File: src/verilog/slot_timing_pkg.sv
// package: timing constants and carrier types for the single-wire slot engine
// assumes a 250 MHz system clock; all counts derived from microsecond figures
package slot_timing_pkg;
   // ======================================================
   // clock
   localparam int CLK_MHZ = 250;
   localparam int CNT_W   = 23;
   // ======================================================
   // regular speed times in us
   localparam int REG_WRITE_SAMPLE_US      = 30;
   localparam int REG_READ_ZERO_HOLD_US    = 30;
   localparam int REG_RESET_LOW_MIN_US     = 480;
   localparam int REG_PRESENCE_WAIT_US     = 30;
   localparam int REG_PRESENCE_LOW_US      = 120;
   // fast speed times in us
   localparam int FAST_WRITE_SAMPLE_US     = 3;
   localparam int FAST_READ_ZERO_HOLD_US   = 3;
   localparam int FAST_RESET_LOW_MIN_US    = 48;
   localparam int FAST_RESET_LOW_MAX_US    = 80;
   localparam int FAST_PRESENCE_WAIT_US    = 4;
   localparam int FAST_PRESENCE_LOW_US     = 16;
   // commit busy time in us
   localparam int COMMIT_BUSY_US           = 5000;
   // ======================================================
   // cycle counts
   localparam logic [CNT_W-1:0] REG_SAMPLE_CYC   = CNT_W'(REG_WRITE_SAMPLE_US * CLK_MHZ);
   localparam logic [CNT_W-1:0] REG_HOLD_CYC     = CNT_W'(REG_READ_ZERO_HOLD_US * CLK_MHZ);
   localparam logic [CNT_W-1:0] REG_RST_CYC      = CNT_W'(REG_RESET_LOW_MIN_US * CLK_MHZ);
   localparam logic [CNT_W-1:0] REG_PWAIT_CYC    = CNT_W'(REG_PRESENCE_WAIT_US * CLK_MHZ);
   localparam logic [CNT_W-1:0] REG_PLOW_CYC     = CNT_W'(REG_PRESENCE_LOW_US * CLK_MHZ);
   localparam logic [CNT_W-1:0] FAST_SAMPLE_CYC  = CNT_W'(FAST_WRITE_SAMPLE_US * CLK_MHZ);
   localparam logic [CNT_W-1:0] FAST_HOLD_CYC    = CNT_W'(FAST_READ_ZERO_HOLD_US * CLK_MHZ);
   localparam logic [CNT_W-1:0] FAST_RST_CYC     = CNT_W'(FAST_RESET_LOW_MIN_US * CLK_MHZ);
   localparam logic [CNT_W-1:0] FAST_RST_MAX_CYC = CNT_W'(FAST_RESET_LOW_MAX_US * CLK_MHZ);
   localparam logic [CNT_W-1:0] FAST_PWAIT_CYC   = CNT_W'(FAST_PRESENCE_WAIT_US * CLK_MHZ);
   localparam logic [CNT_W-1:0] FAST_PLOW_CYC    = CNT_W'(FAST_PRESENCE_LOW_US * CLK_MHZ);
   localparam int               COMMIT_BUSY_CYC  = COMMIT_BUSY_US * CLK_MHZ;
   // ======================================================
   // carriers
   typedef struct packed {
      logic bit_valid;
      logic bit_value;
   } rx_bit_t;
   typedef struct packed {
      logic bit_ready;
      logic bit_value;
   } tx_bit_t;
endpackage

File: src/verilog/commit_timer.sv
// commit busy timer: erase then write phases of a buffer commit
// assumes start is a one-cycle pulse from the slot engine's clock domain
`timescale 1ns/1ps
module commit_timer #(
   parameter int BUSY_CYC = slot_timing_pkg::COMMIT_BUSY_CYC
) (
   input  wire logic clk,
   input  wire logic reset,
   input  wire logic clk_en,
   input  wire logic start,
   output logic      busy,
   output logic      erasing,
   output logic      done
);
   localparam int HALF = BUSY_CYC / 2;
   logic [31:0] cnt_r;
   // ======================================================
   // busy window, erase in first half
   always_ff @(posedge clk or posedge reset) begin
      if (reset) begin
         cnt_r   <= 32'h0;
         busy    <= 1'b0;
         erasing <= 1'b0;
         done    <= 1'b0;
      end else if (clk_en) begin
         done <= 1'b0;
         if (start && !busy) begin
            busy    <= 1'b1;
            erasing <= 1'b1;
            cnt_r   <= 32'h0;
         end else if (busy) begin
            cnt_r <= cnt_r + 32'h1;
            if (cnt_r == 32'(HALF - 1)) begin
               erasing <= 1'b0;
            end
            if (cnt_r == 32'(BUSY_CYC - 1)) begin
               busy <= 1'b0;
               done <= 1'b1;
            end
         end
      end
   end
endmodule

File: src/verilog/single_wire_slot_timing.sv
// single-wire slot timing engine, device side
// assumes an external pull-up on the line and a master on the same wire
`timescale 1ns/1ps
module single_wire_slot_timing #(
   parameter int COMMIT_CYC = slot_timing_pkg::COMMIT_BUSY_CYC
) (
   input  wire logic                     clk,
   input  wire logic                     reset,
   input  wire logic                     clk_en,
   input  wire logic                     line_in,
   output logic                          line_out,
   output logic                          line_oe,
   input  wire logic                     fast_req,
   input  wire logic                     read_slot,
   input  wire slot_timing_pkg::tx_bit_t tx_bit,
   output slot_timing_pkg::rx_bit_t      rx_bit,
   output logic                          tx_taken,
   output logic                          reset_seen,
   output logic                          fast_mode,
   input  wire logic                     commit_start,
   output logic                          commit_busy,
   output logic                          commit_erasing,
   output logic                          commit_done
);
   localparam int W = slot_timing_pkg::CNT_W;

   typedef enum logic [2:0] {
      ST_IDLE,
      ST_LOW,
      ST_PWAIT,
      ST_PLOW,
      ST_RZERO
   } state_t;

   state_t         state_r;
   logic           sync1_r;
   logic           sync2_r;
   logic           prev_r;
   logic [W-1:0]   cnt_r;
   logic           sampled_r;
   logic           line_low;
   logic           fall;
   logic           rise;
   logic           rst_end;

   // ======================================================
   // speed-dependent times
   function automatic logic [W-1:0] pick(input logic f, input logic [W-1:0] r,
                                         input logic [W-1:0] q);
      pick = f ? q : r;
   endfunction

   // ======================================================
   // line synchroniser and edges
   always_ff @(posedge clk or posedge reset) begin
      if (reset) begin
         sync1_r <= 1'b1;
         sync2_r <= 1'b1;
         prev_r  <= 1'b1;
      end else if (clk_en) begin
         sync1_r <= line_in;
         sync2_r <= sync1_r;
         prev_r  <= sync2_r;
      end
   end
   assign line_low = !sync2_r;
   assign fall     = prev_r && !sync2_r;
   assign rise     = !prev_r && sync2_r;
   // end of a low long enough to be a reset pulse
   assign rst_end  = (state_r == ST_LOW) && rise && cnt_r >= pick(fast_mode,
                     slot_timing_pkg::REG_RST_CYC, slot_timing_pkg::FAST_RST_CYC);

   // ======================================================
   // slot counter, restarts on each falling edge
   always_ff @(posedge clk or posedge reset) begin
      if (reset) begin
         cnt_r <= '0;
      end else if (clk_en) begin
         if (fall || rst_end) begin
            cnt_r <= '0;
         end else if (cnt_r != {W{1'b1}}) begin
            cnt_r <= cnt_r + W'(1);
         end
      end
   end

   // ======================================================
   // slot and reset/presence sequencer
   always_ff @(posedge clk or posedge reset) begin
      if (reset) begin
         state_r    <= ST_IDLE;
         sampled_r  <= 1'b0;
         reset_seen <= 1'b0;
      end else if (clk_en) begin
         reset_seen <= 1'b0;
         case (state_r)
            ST_IDLE: begin
               if (fall) begin
                  state_r   <= ST_LOW;
                  sampled_r <= 1'b0;
                  if (read_slot && tx_bit.bit_ready && !tx_bit.bit_value) begin
                     state_r <= ST_RZERO;
                  end
               end
            end
            ST_LOW: begin
               if (rst_end) begin
                  // long low is a reset pulse
                  state_r <= ST_PWAIT;
               end else if (sampled_r && !line_low) begin
                  // short lows wait here for the sample point
                  state_r <= ST_IDLE;
               end else if (!sampled_r && cnt_r >= pick(fast_mode,
                         slot_timing_pkg::REG_SAMPLE_CYC,
                         slot_timing_pkg::FAST_SAMPLE_CYC)) begin
                  sampled_r <= 1'b1;
               end
            end
            ST_RZERO: begin
               if (cnt_r >= pick(fast_mode, slot_timing_pkg::REG_HOLD_CYC,
                                 slot_timing_pkg::FAST_HOLD_CYC)) begin
                  state_r <= line_low ? ST_LOW : ST_IDLE;
               end
            end
            ST_PWAIT: begin
               if (cnt_r >= pick(fast_mode, slot_timing_pkg::REG_PWAIT_CYC,
                                 slot_timing_pkg::FAST_PWAIT_CYC)) begin
                  state_r <= ST_PLOW;
               end
            end
            ST_PLOW: begin
               if (cnt_r >= pick(fast_mode, slot_timing_pkg::REG_PWAIT_CYC,
                                 slot_timing_pkg::FAST_PWAIT_CYC) +
                            pick(fast_mode, slot_timing_pkg::REG_PLOW_CYC,
                                 slot_timing_pkg::FAST_PLOW_CYC)) begin
                  state_r    <= ST_IDLE;
                  reset_seen <= 1'b1;
               end
            end
            default: state_r <= ST_IDLE;
         endcase
      end
   end

   // ======================================================
   // speed mode
   always_ff @(posedge clk or posedge reset) begin
      if (reset) begin
         fast_mode <= 1'b0;
      end else if (clk_en) begin
         if (state_r == ST_LOW && rise && sampled_r &&
             cnt_r >= slot_timing_pkg::REG_RST_CYC) begin
            fast_mode <= 1'b0;
         end else if (fast_req && state_r == ST_IDLE) begin
            fast_mode <= 1'b1;
         end
      end
   end

   // ======================================================
   // received write bits, sampled at the delay point
   always_ff @(posedge clk or posedge reset) begin
      if (reset) begin
         rx_bit   <= '0;
         tx_taken <= 1'b0;
      end else if (clk_en) begin
         rx_bit.bit_valid <= 1'b0;
         tx_taken         <= 1'b0;
         if (state_r == ST_LOW && !sampled_r && !read_slot && cnt_r == pick(fast_mode,
                slot_timing_pkg::REG_SAMPLE_CYC, slot_timing_pkg::FAST_SAMPLE_CYC)) begin
            rx_bit.bit_valid <= 1'b1;
            rx_bit.bit_value <= sync2_r;
         end
         if (state_r == ST_IDLE && fall && read_slot && tx_bit.bit_ready) begin
            tx_taken <= 1'b1;
         end
      end
   end

   // ======================================================
   // open-drain drive: only ever low
   always_ff @(posedge clk or posedge reset) begin
      if (reset) begin
         line_oe <= 1'b0;
      end else if (clk_en) begin
         line_oe <= (state_r == ST_PLOW) ||
                    (state_r == ST_IDLE && fall && read_slot && tx_bit.bit_ready &&
                     !tx_bit.bit_value) ||
                    (state_r == ST_RZERO && cnt_r < pick(fast_mode,
                     slot_timing_pkg::REG_HOLD_CYC, slot_timing_pkg::FAST_HOLD_CYC));
      end
   end
   assign line_out = 1'b0;

   // ======================================================
   // buffer commit timer
   commit_timer #(
      .BUSY_CYC (COMMIT_CYC)
   ) u_commit (
      .clk     (clk),
      .reset   (reset),
      .clk_en  (clk_en),
      .start   (commit_start),
      .busy    (commit_busy),
      .erasing (commit_erasing),
      .done    (commit_done)
   );
endmodule

File: config.mk
export PLATFORM = sky130hd
export DESIGN_NAME = single_wire_slot_timing
export DESIGN_NICKNAME = d
export VERILOG_FILES = /design/src/verilog/slot_timing_pkg.sv /design/src/verilog/commit_timer.sv /design/src/verilog/single_wire_slot_timing.sv
export SDC_FILE = /design/constraint.sdc
export NUM_CORES = 1
export LEC_CHECK = 0
export BUFFER_PORTS_ARGS = -buffer_cell sky130_fd_sc_hd__buf_2
export CAP_MARGIN = 40
export CORE_AREA = 5 5 107 109
export CTS_BUF_LIST = sky130_fd_sc_hd__clkbuf_8
export CTS_CLUSTER_SIZE = 20
export DETAILED_ROUTE_END_ITERATION = 16
export DIE_AREA = 0 0 112 114
export GPL_TIMING_DRIVEN = 1
export SETUP_SLACK_MARGIN = 0.5
export SYNTH_ARGS = -nofsm -noshare
export SYNTH_HDL_FRONTEND = slang
export SYNTH_HIERARCHICAL = 1
export SYNTH_SLANG_ARGS = --single-unit
File: constraint.sdc
create_clock -name clk -period 3.76 [get_ports clk]
set_input_delay 0.376 -clock clk [delete_from_list [all_inputs] [get_ports clk]]
set_output_delay 0.376 -clock clk [all_outputs]
set_load 0.03 [all_outputs]
=== After elaboration in Yosys (flattened, before gate mapping) ===
Index checks and enable logic that the tools add are counted.

* Register bits after elaboration: 71
* Word-level logic and storage cells: 120
* Input port bits: 9
* Output and inout port bits: 10

* Mux-type cells: 37
* Add/subtract/negate cells: 3
* Equality and inequality tests: 16
* Order comparisons: 6
* Reduce and logical (&&, ||, !) cells: 42

{| class="wikitable"
|+ Operators by type and width
! kind !! count
|-
| two-way mux 32 bit || 2
|-
| greater-or-equal comparator 23 bit || 2
|-
| two-way mux 23 bit || 2
|-
| adder 32 x 1 -> 32 bit, second input constant || 1
|-
| == test 32 x 20 -> 1 bit, second input constant || 1
|-
| == test 32 x 21 -> 1 bit, second input constant || 1
|-
| two-way mux 13 bit || 2
|-
| adder 23 x 1 -> 23 bit, second input constant || 1
|-
| == test 23 bit || 1
|-
| greater-or-equal comparator 23 x 16 -> 1 bit || 1
|-
| greater-or-equal comparator 23 x 17 -> 1 bit || 1
|-
| greater-or-equal comparator 23 x 17 -> 1 bit, second input constant || 1
|-
| < comparator 23 x 13 -> 1 bit || 1
|-
| inequality test 23 bit, second input constant || 1
|-
| two-way mux 3 bit || 7
|-
| logical AND 1 bit || 20
|-
| two-way mux 1 bit || 19
|-
| two-way mux 17 bit || 1
|-
| adder 13 x 15 -> 16 bit || 1
|-
| two-way mux 15 bit || 1
|-
| case mux 3 bit (5 select lines) || 1
|-
| inequality test 2 bit, second input constant || 6
|-
| AND reduction 6 bit || 2
|-
| nonzero test 2 bit || 5
|-
| 12 further kinds || 23
|}

=== Depth between registers and ports, before layout ===
Gate-level depths: netlist of run 1.

* Word-level depth: 8
* Depth in mapped cells: 10

=== Cells and area by module ===
Netlist of run 1, hierarchy kept.

{| class="wikitable"
|+ Modules (own cells, without submodules)
! module !! cells an instance !! times used !! area an instance (sq um)
|-
| single_wire_slot_timing || 286 || 1 || 2581.2
|-
| commit_timer || 210 || 1 || 1955.6
|}

=== Least setup slack after synthesis of run 1 ===
OpenSTA, ideal clock, no wires.

* Kind: flip-flop to flip-flop
* Start: reg fast_mode
* End: reg state_r[2]
* Clock period less this slack: 3439 ps
* Buffers on the path: 0
* Cell stages (with the launch flop): 10
* Path slack: 321 ps
* Setup time: 125 ps
* Arrival time: 3314 ps
* Required time: 3635 ps
* Cell sequence: dfrtp_1 -> inv_1 -> ha_1 -> or4b_4 -> nor4b_2 -> a21boi_2 -> nor4_1 -> a311o_1 -> nor3_2 -> mux2_2

* Word-level cells in the longest chain between the ends: 5
* Elaborated cells on any way between the ends: 17
* Classes of those cells: 1 x add/sub; 4 x order compare; 4 x eq/ne; 6 x mux; 2 x reduce/logical

{| class="wikitable"
|+ Ends and longest elaborated chain
! element !! RTL line !! RTL
|-
| start: declaration || single_wire_slot_timing.sv:19 || <nowiki>output logic fast_mode,</nowiki>
|-
| start signal: assignment || single_wire_slot_timing.sv:149 || <nowiki>fast_mode <= 1'b0;</nowiki>
|-
| start signal: assignment || single_wire_slot_timing.sv:153 || <nowiki>fast_mode <= 1'b0;</nowiki>
|-
| start signal: assignment || single_wire_slot_timing.sv:155 || <nowiki>fast_mode <= 1'b1;</nowiki>
|-
| two-way mux 13 bit, or another cell as far along || single_wire_slot_timing.sv:50 || <nowiki>pick = f ? q : r;</nowiki>
|-
| adder 13 x 15 -> 16 bit / greater-or-equal comparator 23 x 17 -> 1 bit (equally long branches) || single_wire_slot_timing.sv:133, single_wire_slot_timing.sv:70 ||
|-
| greater-or-equal comparator 23 x 16 -> 1 bit / logical AND 1 bit (equally long branches) || single_wire_slot_timing.sv:132, single_wire_slot_timing.sv:70 ||
|-
| inequality test 2 bit (no line), or another cell as far along || n/a ||
|-
| AND reduction 6 bit (no line) / case mux 3 bit (5 select lines) (equally long branches) || n/a ||
|-
| end signal: assignment || single_wire_slot_timing.sv:122 || <nowiki>state_r <= line_low ? ST_LOW : ST_IDLE;</nowiki>
|-
| end: declaration || single_wire_slot_timing.sv:35 || <nowiki>state_t state_r;</nowiki>
|}

Several ways; a longest one is shown, not always the timed one.
A chain may end at the register's enable or synchronous reset.

=== Worst setup path after layout of run 1 ===
Ends and elaborated chain as after synthesis.

==> impl_metrics.csv, run 1 <==
group,metric,value,unit
run_status,status,"complete, no violations",
clock_network,cts.sinks,71,
yosys,yosys.cell_types.count,75,
clock_network,cts_hold_buffers,0,
pwr,seqPwrFrac,0.516,
floorplan,die_y,114,µm
routing,wl_met1,5020,µm
pwr,swShare,0.332,
worst_setup_path,cp_max_fo,7,
routing,viasPerCell,5.93,
timing,slew_headroom,0.482,
worst_setup_path,critPathRequiredTime,4.00,ns
yosys,yosysWarningCount,6,
yosys,async_flop_share,1.00,
yosys,syn_avg_cell_area,9.15,µm²
worst_setup_path,crit_type,"flip-flop to flip-flop",
global_routing,first_global_vias,3812,
floorplan,dieArea,0.0128,mm²
yosys,syn-num-nets,527,
placement,dp_hpwl,7830,µm
layout,synthToLayoutAreaGrowth,8.80,%
timing,drv_slew,0,
timing,tightest_slew,0.770,ns
placement,pre_cts_slack,0.508,ns
routing,drt_wl_total,11100,µm
worst_setup_path,reg2reg_depth,9,
yosys,synth-seq-cells,71,
placement,port_buffers,17,
pwr,power,0.00189,W
yosys,synthCells,496,
routing,vias,3900,
routing,drc,0,
layout,drive_gt1_frac,0.141,
timing,hold_violations,0,
clock_network,htree_levels,3,
worst_setup_path,critPathCaptureType,"flip-flop",
routing,dr.pass1.iters,5,
global_routing,antenna_found_initial,0,
floorplan,start_util,0.432,
routing,drt_iter0_markers,259,
yosys,synth_area,0.00454,mm²
floorplan,rows,38,
clock_network,cts-root-buf,"clkbuf_8",
floorplan,core,0.0105,mm²
timing,setup-tns-final,0,ns
job,cap_violations,0,
timing,clock_skew,0.00683,ns
timing,finalSetupViolCount,0,
routing,wl_met2,5500,µm
yosys,netlist_top_cells_area,"dfrtp_1 38%, ha_1 6.1%, nor2_1 4.0%, a21oi_1 3.9%, nand2_1 3.4%",
clock_network,clkSlewWorstSetupHoldPaths,0.08,ns
timing,max_freq,313,MHz
yosys,ys_dominant_reg_cell,"dfrtp_1",
worst_setup_path,worst_ep_arrival_time,3.44,ns
global_routing,grt_start_max_net_pins,37,
clock_network,cts_buffers,9,
yosys,yosys.area.top_type,"dfrtp_1",
global_routing,track_usage,0.179,
layout,fin_area,0.00494,mm²
clock_network,worstSkewPairLatency,0.35,ns
floorplan,io_pins,19,
timing,layout_setup_ws,0.561,ns
placement,placed_cell_area,0.00475,mm²
placement,place.gp.congestion,0.903,
yosys,yosysSeqAreaShare,0.392,
clock_network,cts_tree,"done",
yosys,synth_top_area_share,0.375,
pwr,pwr-share-clk,0.289,
timing,rsz0062_at_grt,"no",
pwr,power-per-cell-area,382,mW/mm²
pwr,p_comb_frac,0.195,
layout,fin_util,0.470,
worst_setup_path,start_kind,"flip-flop",
clock_network,max-clock-path-buffers,2,
pwr,p_sw,0.000626,W
global_routing,grt_overflow,0,
layout,finalNetCount,546,
yosys,synth_enable_flop_cells,0,
pwr,p_leak,2.06,nW
floorplan,die_x,112,µm
layout,antenna_cells,0,
routing,top_layer_used,"met4",
hold_path,hold_class,"primary input to asynchronous set/reset pin",
routing,detail-route-antenna-nets,0,
routing,wl_per_cell,16.9,µm
pwr,irDropWorstVdd,0.291,mV
clock_network,postCtsSetupRepairBufs,0,
routing,wl_met3,426,µm
timing,fin_crit,3.20,ns
pwr,p_int,0.00126,W
timing,period_share,0.851,
global_routing,grt_pass1_wl,18800,µm
[worst paths after layout]
path                           start          to  slack, ns
max in group asynchronous      reset   fast_mode       3.25
min                            reset   cnt_r[19]       0.13
min reg2reg                 tx_taken    tx_taken       0.48
max reg2reg                fast_mode  state_r[2]       0.56
max                        fast_mode  state_r[2]       0.56
min in group clk             line_in     sync1_r       0.26
[flip-flops by register name, indices dropped and copies added (netlist names), 2 cells and up]
signal,flops
rx_bit,2
u_commit/cnt_r,32
state_r,3
cnt_r,23
[power groups by stage]
stage                     clock (W)  combinational (W)  sequential [W]
after floorplan                   0           0.000305        0.000941
after global placement            0           0.000354        0.000981
after detailed placement          0           0.000367        0.000985
after CTS                  0.000563           0.000369        0.000969
after global routing       0.000595           0.000424        0.000989
final                      0.000545           0.000368        0.000973
[cell usage in the layout, fill, tap and decap left out, drive strengths merged, types with 14 or more instances in the layout]
master	instances
nand3	20
nand2	41
nor2	48
nand4	20
nor3	14
o21ai	25
or4	15
buf	27
dfrtp	68
nor4	14
a21oi	35
xnor2	15
ha	22
inv	19
[cell usage after synthesis, types with 4 or more instances]
library cell	n
nor4_1	14
and3_1	5
nor2b_1	4
nor4b_1	5
or4_1	12
o21ai_0	24
xnor2_1	15
dfrtp_1	68
buf_6	6
o31ai_1	11
nand4_1	18
nor3_1	13
nand2_1	41
a21oi_1	35
nor2_1	48
a31oi_1	4
or3_1	11
nor3b_1	4
ha_1	22
nand3_1	20
a22o_1	5
xor2_1	11
inv_1	18
mux2_2	5
clkbuf_1	8
[metal layers]
metal,vias to the layer above,GRT usage
met4,0,0.0521
met5,-,0
li1,1894,-
met3,12,0.0366
met2,86,0.311
met1,1908,0.228
[cell families after synthesis]
| kind of cell | count (synthesis) | share of synthesized area |
|---|---|---|
| AOI/OAI and AO/OA | 106 | 0.154 |
| xor gates and xnor gates | 26 | 0.0502 |
| adders and majority gates | 22 | 0.0607 |
| buffers and inverters | 37 | 0.0427 |
| DFF | 71 | 0.392 |
| muxes | 6 | 0.0149 |
| other | 1 | 0.000827 |
| and+or+nand+nor | 227 | 0.284 |
[final cells by class]
cell class                 instances  area [µm²]
timing repair buffer              27         160
multi-input combinational        388        2580
inverter                          18        71.3
sequential                        71        1780
clock inverter                     3        12.5
clock buffer                      11         151
tap                              140         175
fill                            1037        5570
[worst max-delay path, stage by stage (launching register included)]
cell	delay [ns]
dfrtp_2	0.39
clkinvlp_4	0.19
ha_1	0.33
or4bb_1	0.41
o41ai_2	0.34
a31oi_1	0.22
nor4b_2	0.43
nor3_1	0.17
nor3_4	0.26
mux2_2	0.35
[through the flow]
stage | cells | hold WS, ns
after floorplan | 496 | 0.476
after global placement | 643 | 0.476
after detailed placement | 644 | 0.468
after CTS | 658 | 0.139
after global routing | 658 | 0.178
final | 658 | 0.134
[what timing repair did]
action,4_1_cts,5_1_grt
gates cloned,0,0
pin swaps,0,2
setup endpoints to repair,2,3
resized for setup,1,3
Note: power is estimated with default switching activity, not from simulation.
==> run 2, diff against run 1 <==
CORE_AREA = 5 5 93 95   (was 5 5 107 109)
DIE_AREA = 0 0 98 100   (was 0 0 112 114)
PLACE_DENSITY = 0.77   (was not set)
clock period = 3.1 ns   (was 3.76 ns; I/O delays follow)
==> run 2 against run 1 <==
Combinational power grew 29%. Core utilization grew 20 points. Clock skew is 0.0045 ns higher. Clock power grew 34%. Via count grew 2.7%. Power rose by 26%. Critical endpoint unchanged. Largest cell class unchanged. Highest routed layer unchanged.
==> impl_metrics.csv, run 2 (synthesis results as in run 1) <==
group,metric,value,unit
worst_setup_path,r2r-end,"state_r[2]",
global_routing,grt_start_max_net_pins,36,
placement,placed_cell_area,0.00474,mm²
job,cap_violations,0,
clock_network,cts_tree,"done",
placement,dp_hpwl,7500,µm
layout,mostFrequentLayoutCell,"dfrtp_1",
layout,regMostFlops,"u_commit/cnt_r",
layout,finalNetCount,557,
placement,place.gp.congestion,0.894,
timing,layout_setup_ws,0.215,ns
routing,detail-route-antenna-nets,0,
clock_network,htree_levels,3,
timing,setup-tns-final,0,ns
floorplan,rows,32,
timing,hold_violations,0,
hold_path,hold_class,"primary input to asynchronous set/reset pin",
run_status,status,"complete, no violations",
worst_setup_path,rrSetupSlack,0.22,ns
worst_setup_path,critPathRequiredTime,3.34,ns
global_routing,grt_overflow,0,
clock_network,cts.sinks,71,
layout,largest_register_ffs,32,
routing,dr.pass1.iters,4,
placement,pre_cts_slack,0.171,ns
worst_setup_path,path_cells,"inv_6 -> ha_4 -> or4b_4 -> nor4b_4 -> a21boi_2 -> nor4_2 -> a311o_1 -> nor3_4 -> mux2_2",
clock_network,max-clock-path-buffers,2,
floorplan,start_util,0.593,
timing,drv_slew,0,
worst_setup_path,cpMaxStageDelayCell,"dfrtp_4",
pwr,p_comb_frac,0.200,
pwr,p_int,0.00160,W
worst_setup_path,critPathCaptureType,"flip-flop",
floorplan,core,0.00765,mm²
floorplan,die_x,98,µm
timing,period_share,0.930,
pwr,power-per-cell-area,464,mW/mm²
layout,fin_util,0.670,
pwr,power,0.00237,W
layout,top_regs,"u_commit/cnt_r (32), cnt_r (23), state_r (3)",
timing,clock_skew,0.0113,ns
layout,synthToLayoutAreaGrowth,12.9,%
clock_network,cts_buffers,9,
worst_setup_path,slowest_delay,0.54,ns
floorplan,dieArea,0.00980,mm²
routing,wl_per_cell,17.1,µm
routing,drt_iter0_markers,175,
pwr,p_leak,2.13,nW
worst_setup_path,reg2reg_depth,9,
routing,drc,0,
layout,drive_gt1_frac,0.203,
timing,slew_headroom,0.476,
worst_setup_path,worst_ep_arrival_time,3.13,ns
worst_setup_path,startpoint,"fast_mode",
pwr,swShare,0.327,
pwr,p_sw,0.000775,W
global_routing,first_global_vias,3915,
timing,finalSetupViolCount,0,
clock_network,worstSkewPairLatency,0.36,ns
routing,viasPerCell,6.33,
pwr,seqPwrFrac,0.493,
global_routing,track_usage,0.228,
worst_setup_path,r2r_start,"fast_mode",
routing,drt_wl_total,10800,µm
pwr,pwr-share-clk,0.308,
floorplan,die_y,100,µm
timing,rsz0062_at_grt,"yes",
layout,nFillCells,619,
clock_network,clkSlewWorstSetupHoldPaths,0.08,ns
layout,antenna_cells,0,
global_routing,grt_pass1_wl,18400,µm
placement,port_buffers,17,
timing,max_freq,347,MHz
worst_setup_path,crit_type,"flip-flop to flip-flop",
clock_network,cts-root-buf,"clkbuf_8",
worst_setup_path,start_kind,"flip-flop",
timing,tightest_slew,0.779,ns
layout,final_cell_mix,"65 x dfrtp_1, 47 x nor2_1, 41 x nand2_1, 32 x a21oi_1, 24 x o21ai_0",
floorplan,io_pins,19,
pwr,irDropWorstVdd,0.362,mV
routing,vias,4004,
global_routing,antenna_found_initial,0,
layout,fin_area,0.00512,mm²
worst_setup_path,crit_end,"state_r[2]",
timing,fin_crit,2.88,ns
worst_setup_path,cp_max_fo,5,
clock_network,cts_hold_buffers,0,
-- run 2: cell types whose count changed in the layout (fill, tap and decap cells not counted), sizes merged --
| cell | previous run | this run |
|---|---|---|
| clkbuf | 11 | 9 |
| buf | 27 | 38 |
| bufinv | 0 | 1 |
| clkinv | 1 | 4 |
-- run 2: how the worst min path moves through the flow --
stage / from / endpoint / depth (start not counted)
2_1_floorplan: reset / u_commit/busy / 1
3_3_place_gp: reset / state_r[1] / 2
3_5_place_dp: reset / state_r[1] / 2
4_1_cts: reset / line_oe / 2
5_1_grt: reset / reset_seen / 2
6_report: reset / state_r[0] / 2
-- run 2: stage by stage --
stage / instances / hold WS (ns)
after floorplan: 496 / 0.462
after global placement: 606 / 0.420
after detailed placement: 606 / 0.428
after CTS: 628 / 0.0457
after global routing: 633 / 0.0979
final: 633 / 0.0374
-- run 2: cell type report --
type / count / area [µm²] / share of cell area
clock buffers: 9 / 124 / 0.0242
flip-flops and latches: 71 / 1790 / 0.349
clock inverters: 7 / 65.1 / 0.0127
repair buffers: 38 / 246 / 0.0481
inverters: 18 / 72.6 / 0.0142
well taps: 102 / 128 / 0.0249
multi-input cells: 388 / 2700 / 0.527
-- run 2: power by group through the flow --
stage | registers (W) | logic (W) | clock network (W)
floorplan | 0.00114 | 0.000370 | 0
global placement | 0.00118 | 0.000420 | 0
detailed placement | 0.00119 | 0.000432 | 0
CTS | 0.00117 | 0.000443 | 0.000750
global route | 0.00119 | 0.000528 | 0.000796
finish | 0.00117 | 0.000474 | 0.000730
-- run 2: what timing repair did --
action / CTS / global route
buffers inserted: 6 / 5
pin swaps: 1 / 8
gates resized for setup: 9 / 17
endpoints found under the setup margin: 25 / 26
-- run 2: worst max-delay path: cells and delay by family (launching register included) --
kind | cells | cell delay [ns]
simple gates | 4 | 1.04
compound gates | 2 | 0.55
flops | 1 | 0.54
mux | 1 | 0.35
fa+ha+maj | 1 | 0.20
buf+inv | 1 | 0.09
-- run 2: metal layers --
| metal | routed length (µm) | global-route usage |
|---|---|---|
| met1 | 4410 | 0.273 |
| met2 | 5540 | 0.396 |
| met3 | 584 | 0.0493 |
| met4 | 316 | 0.0969 |
| met5 | 0 | 0 |
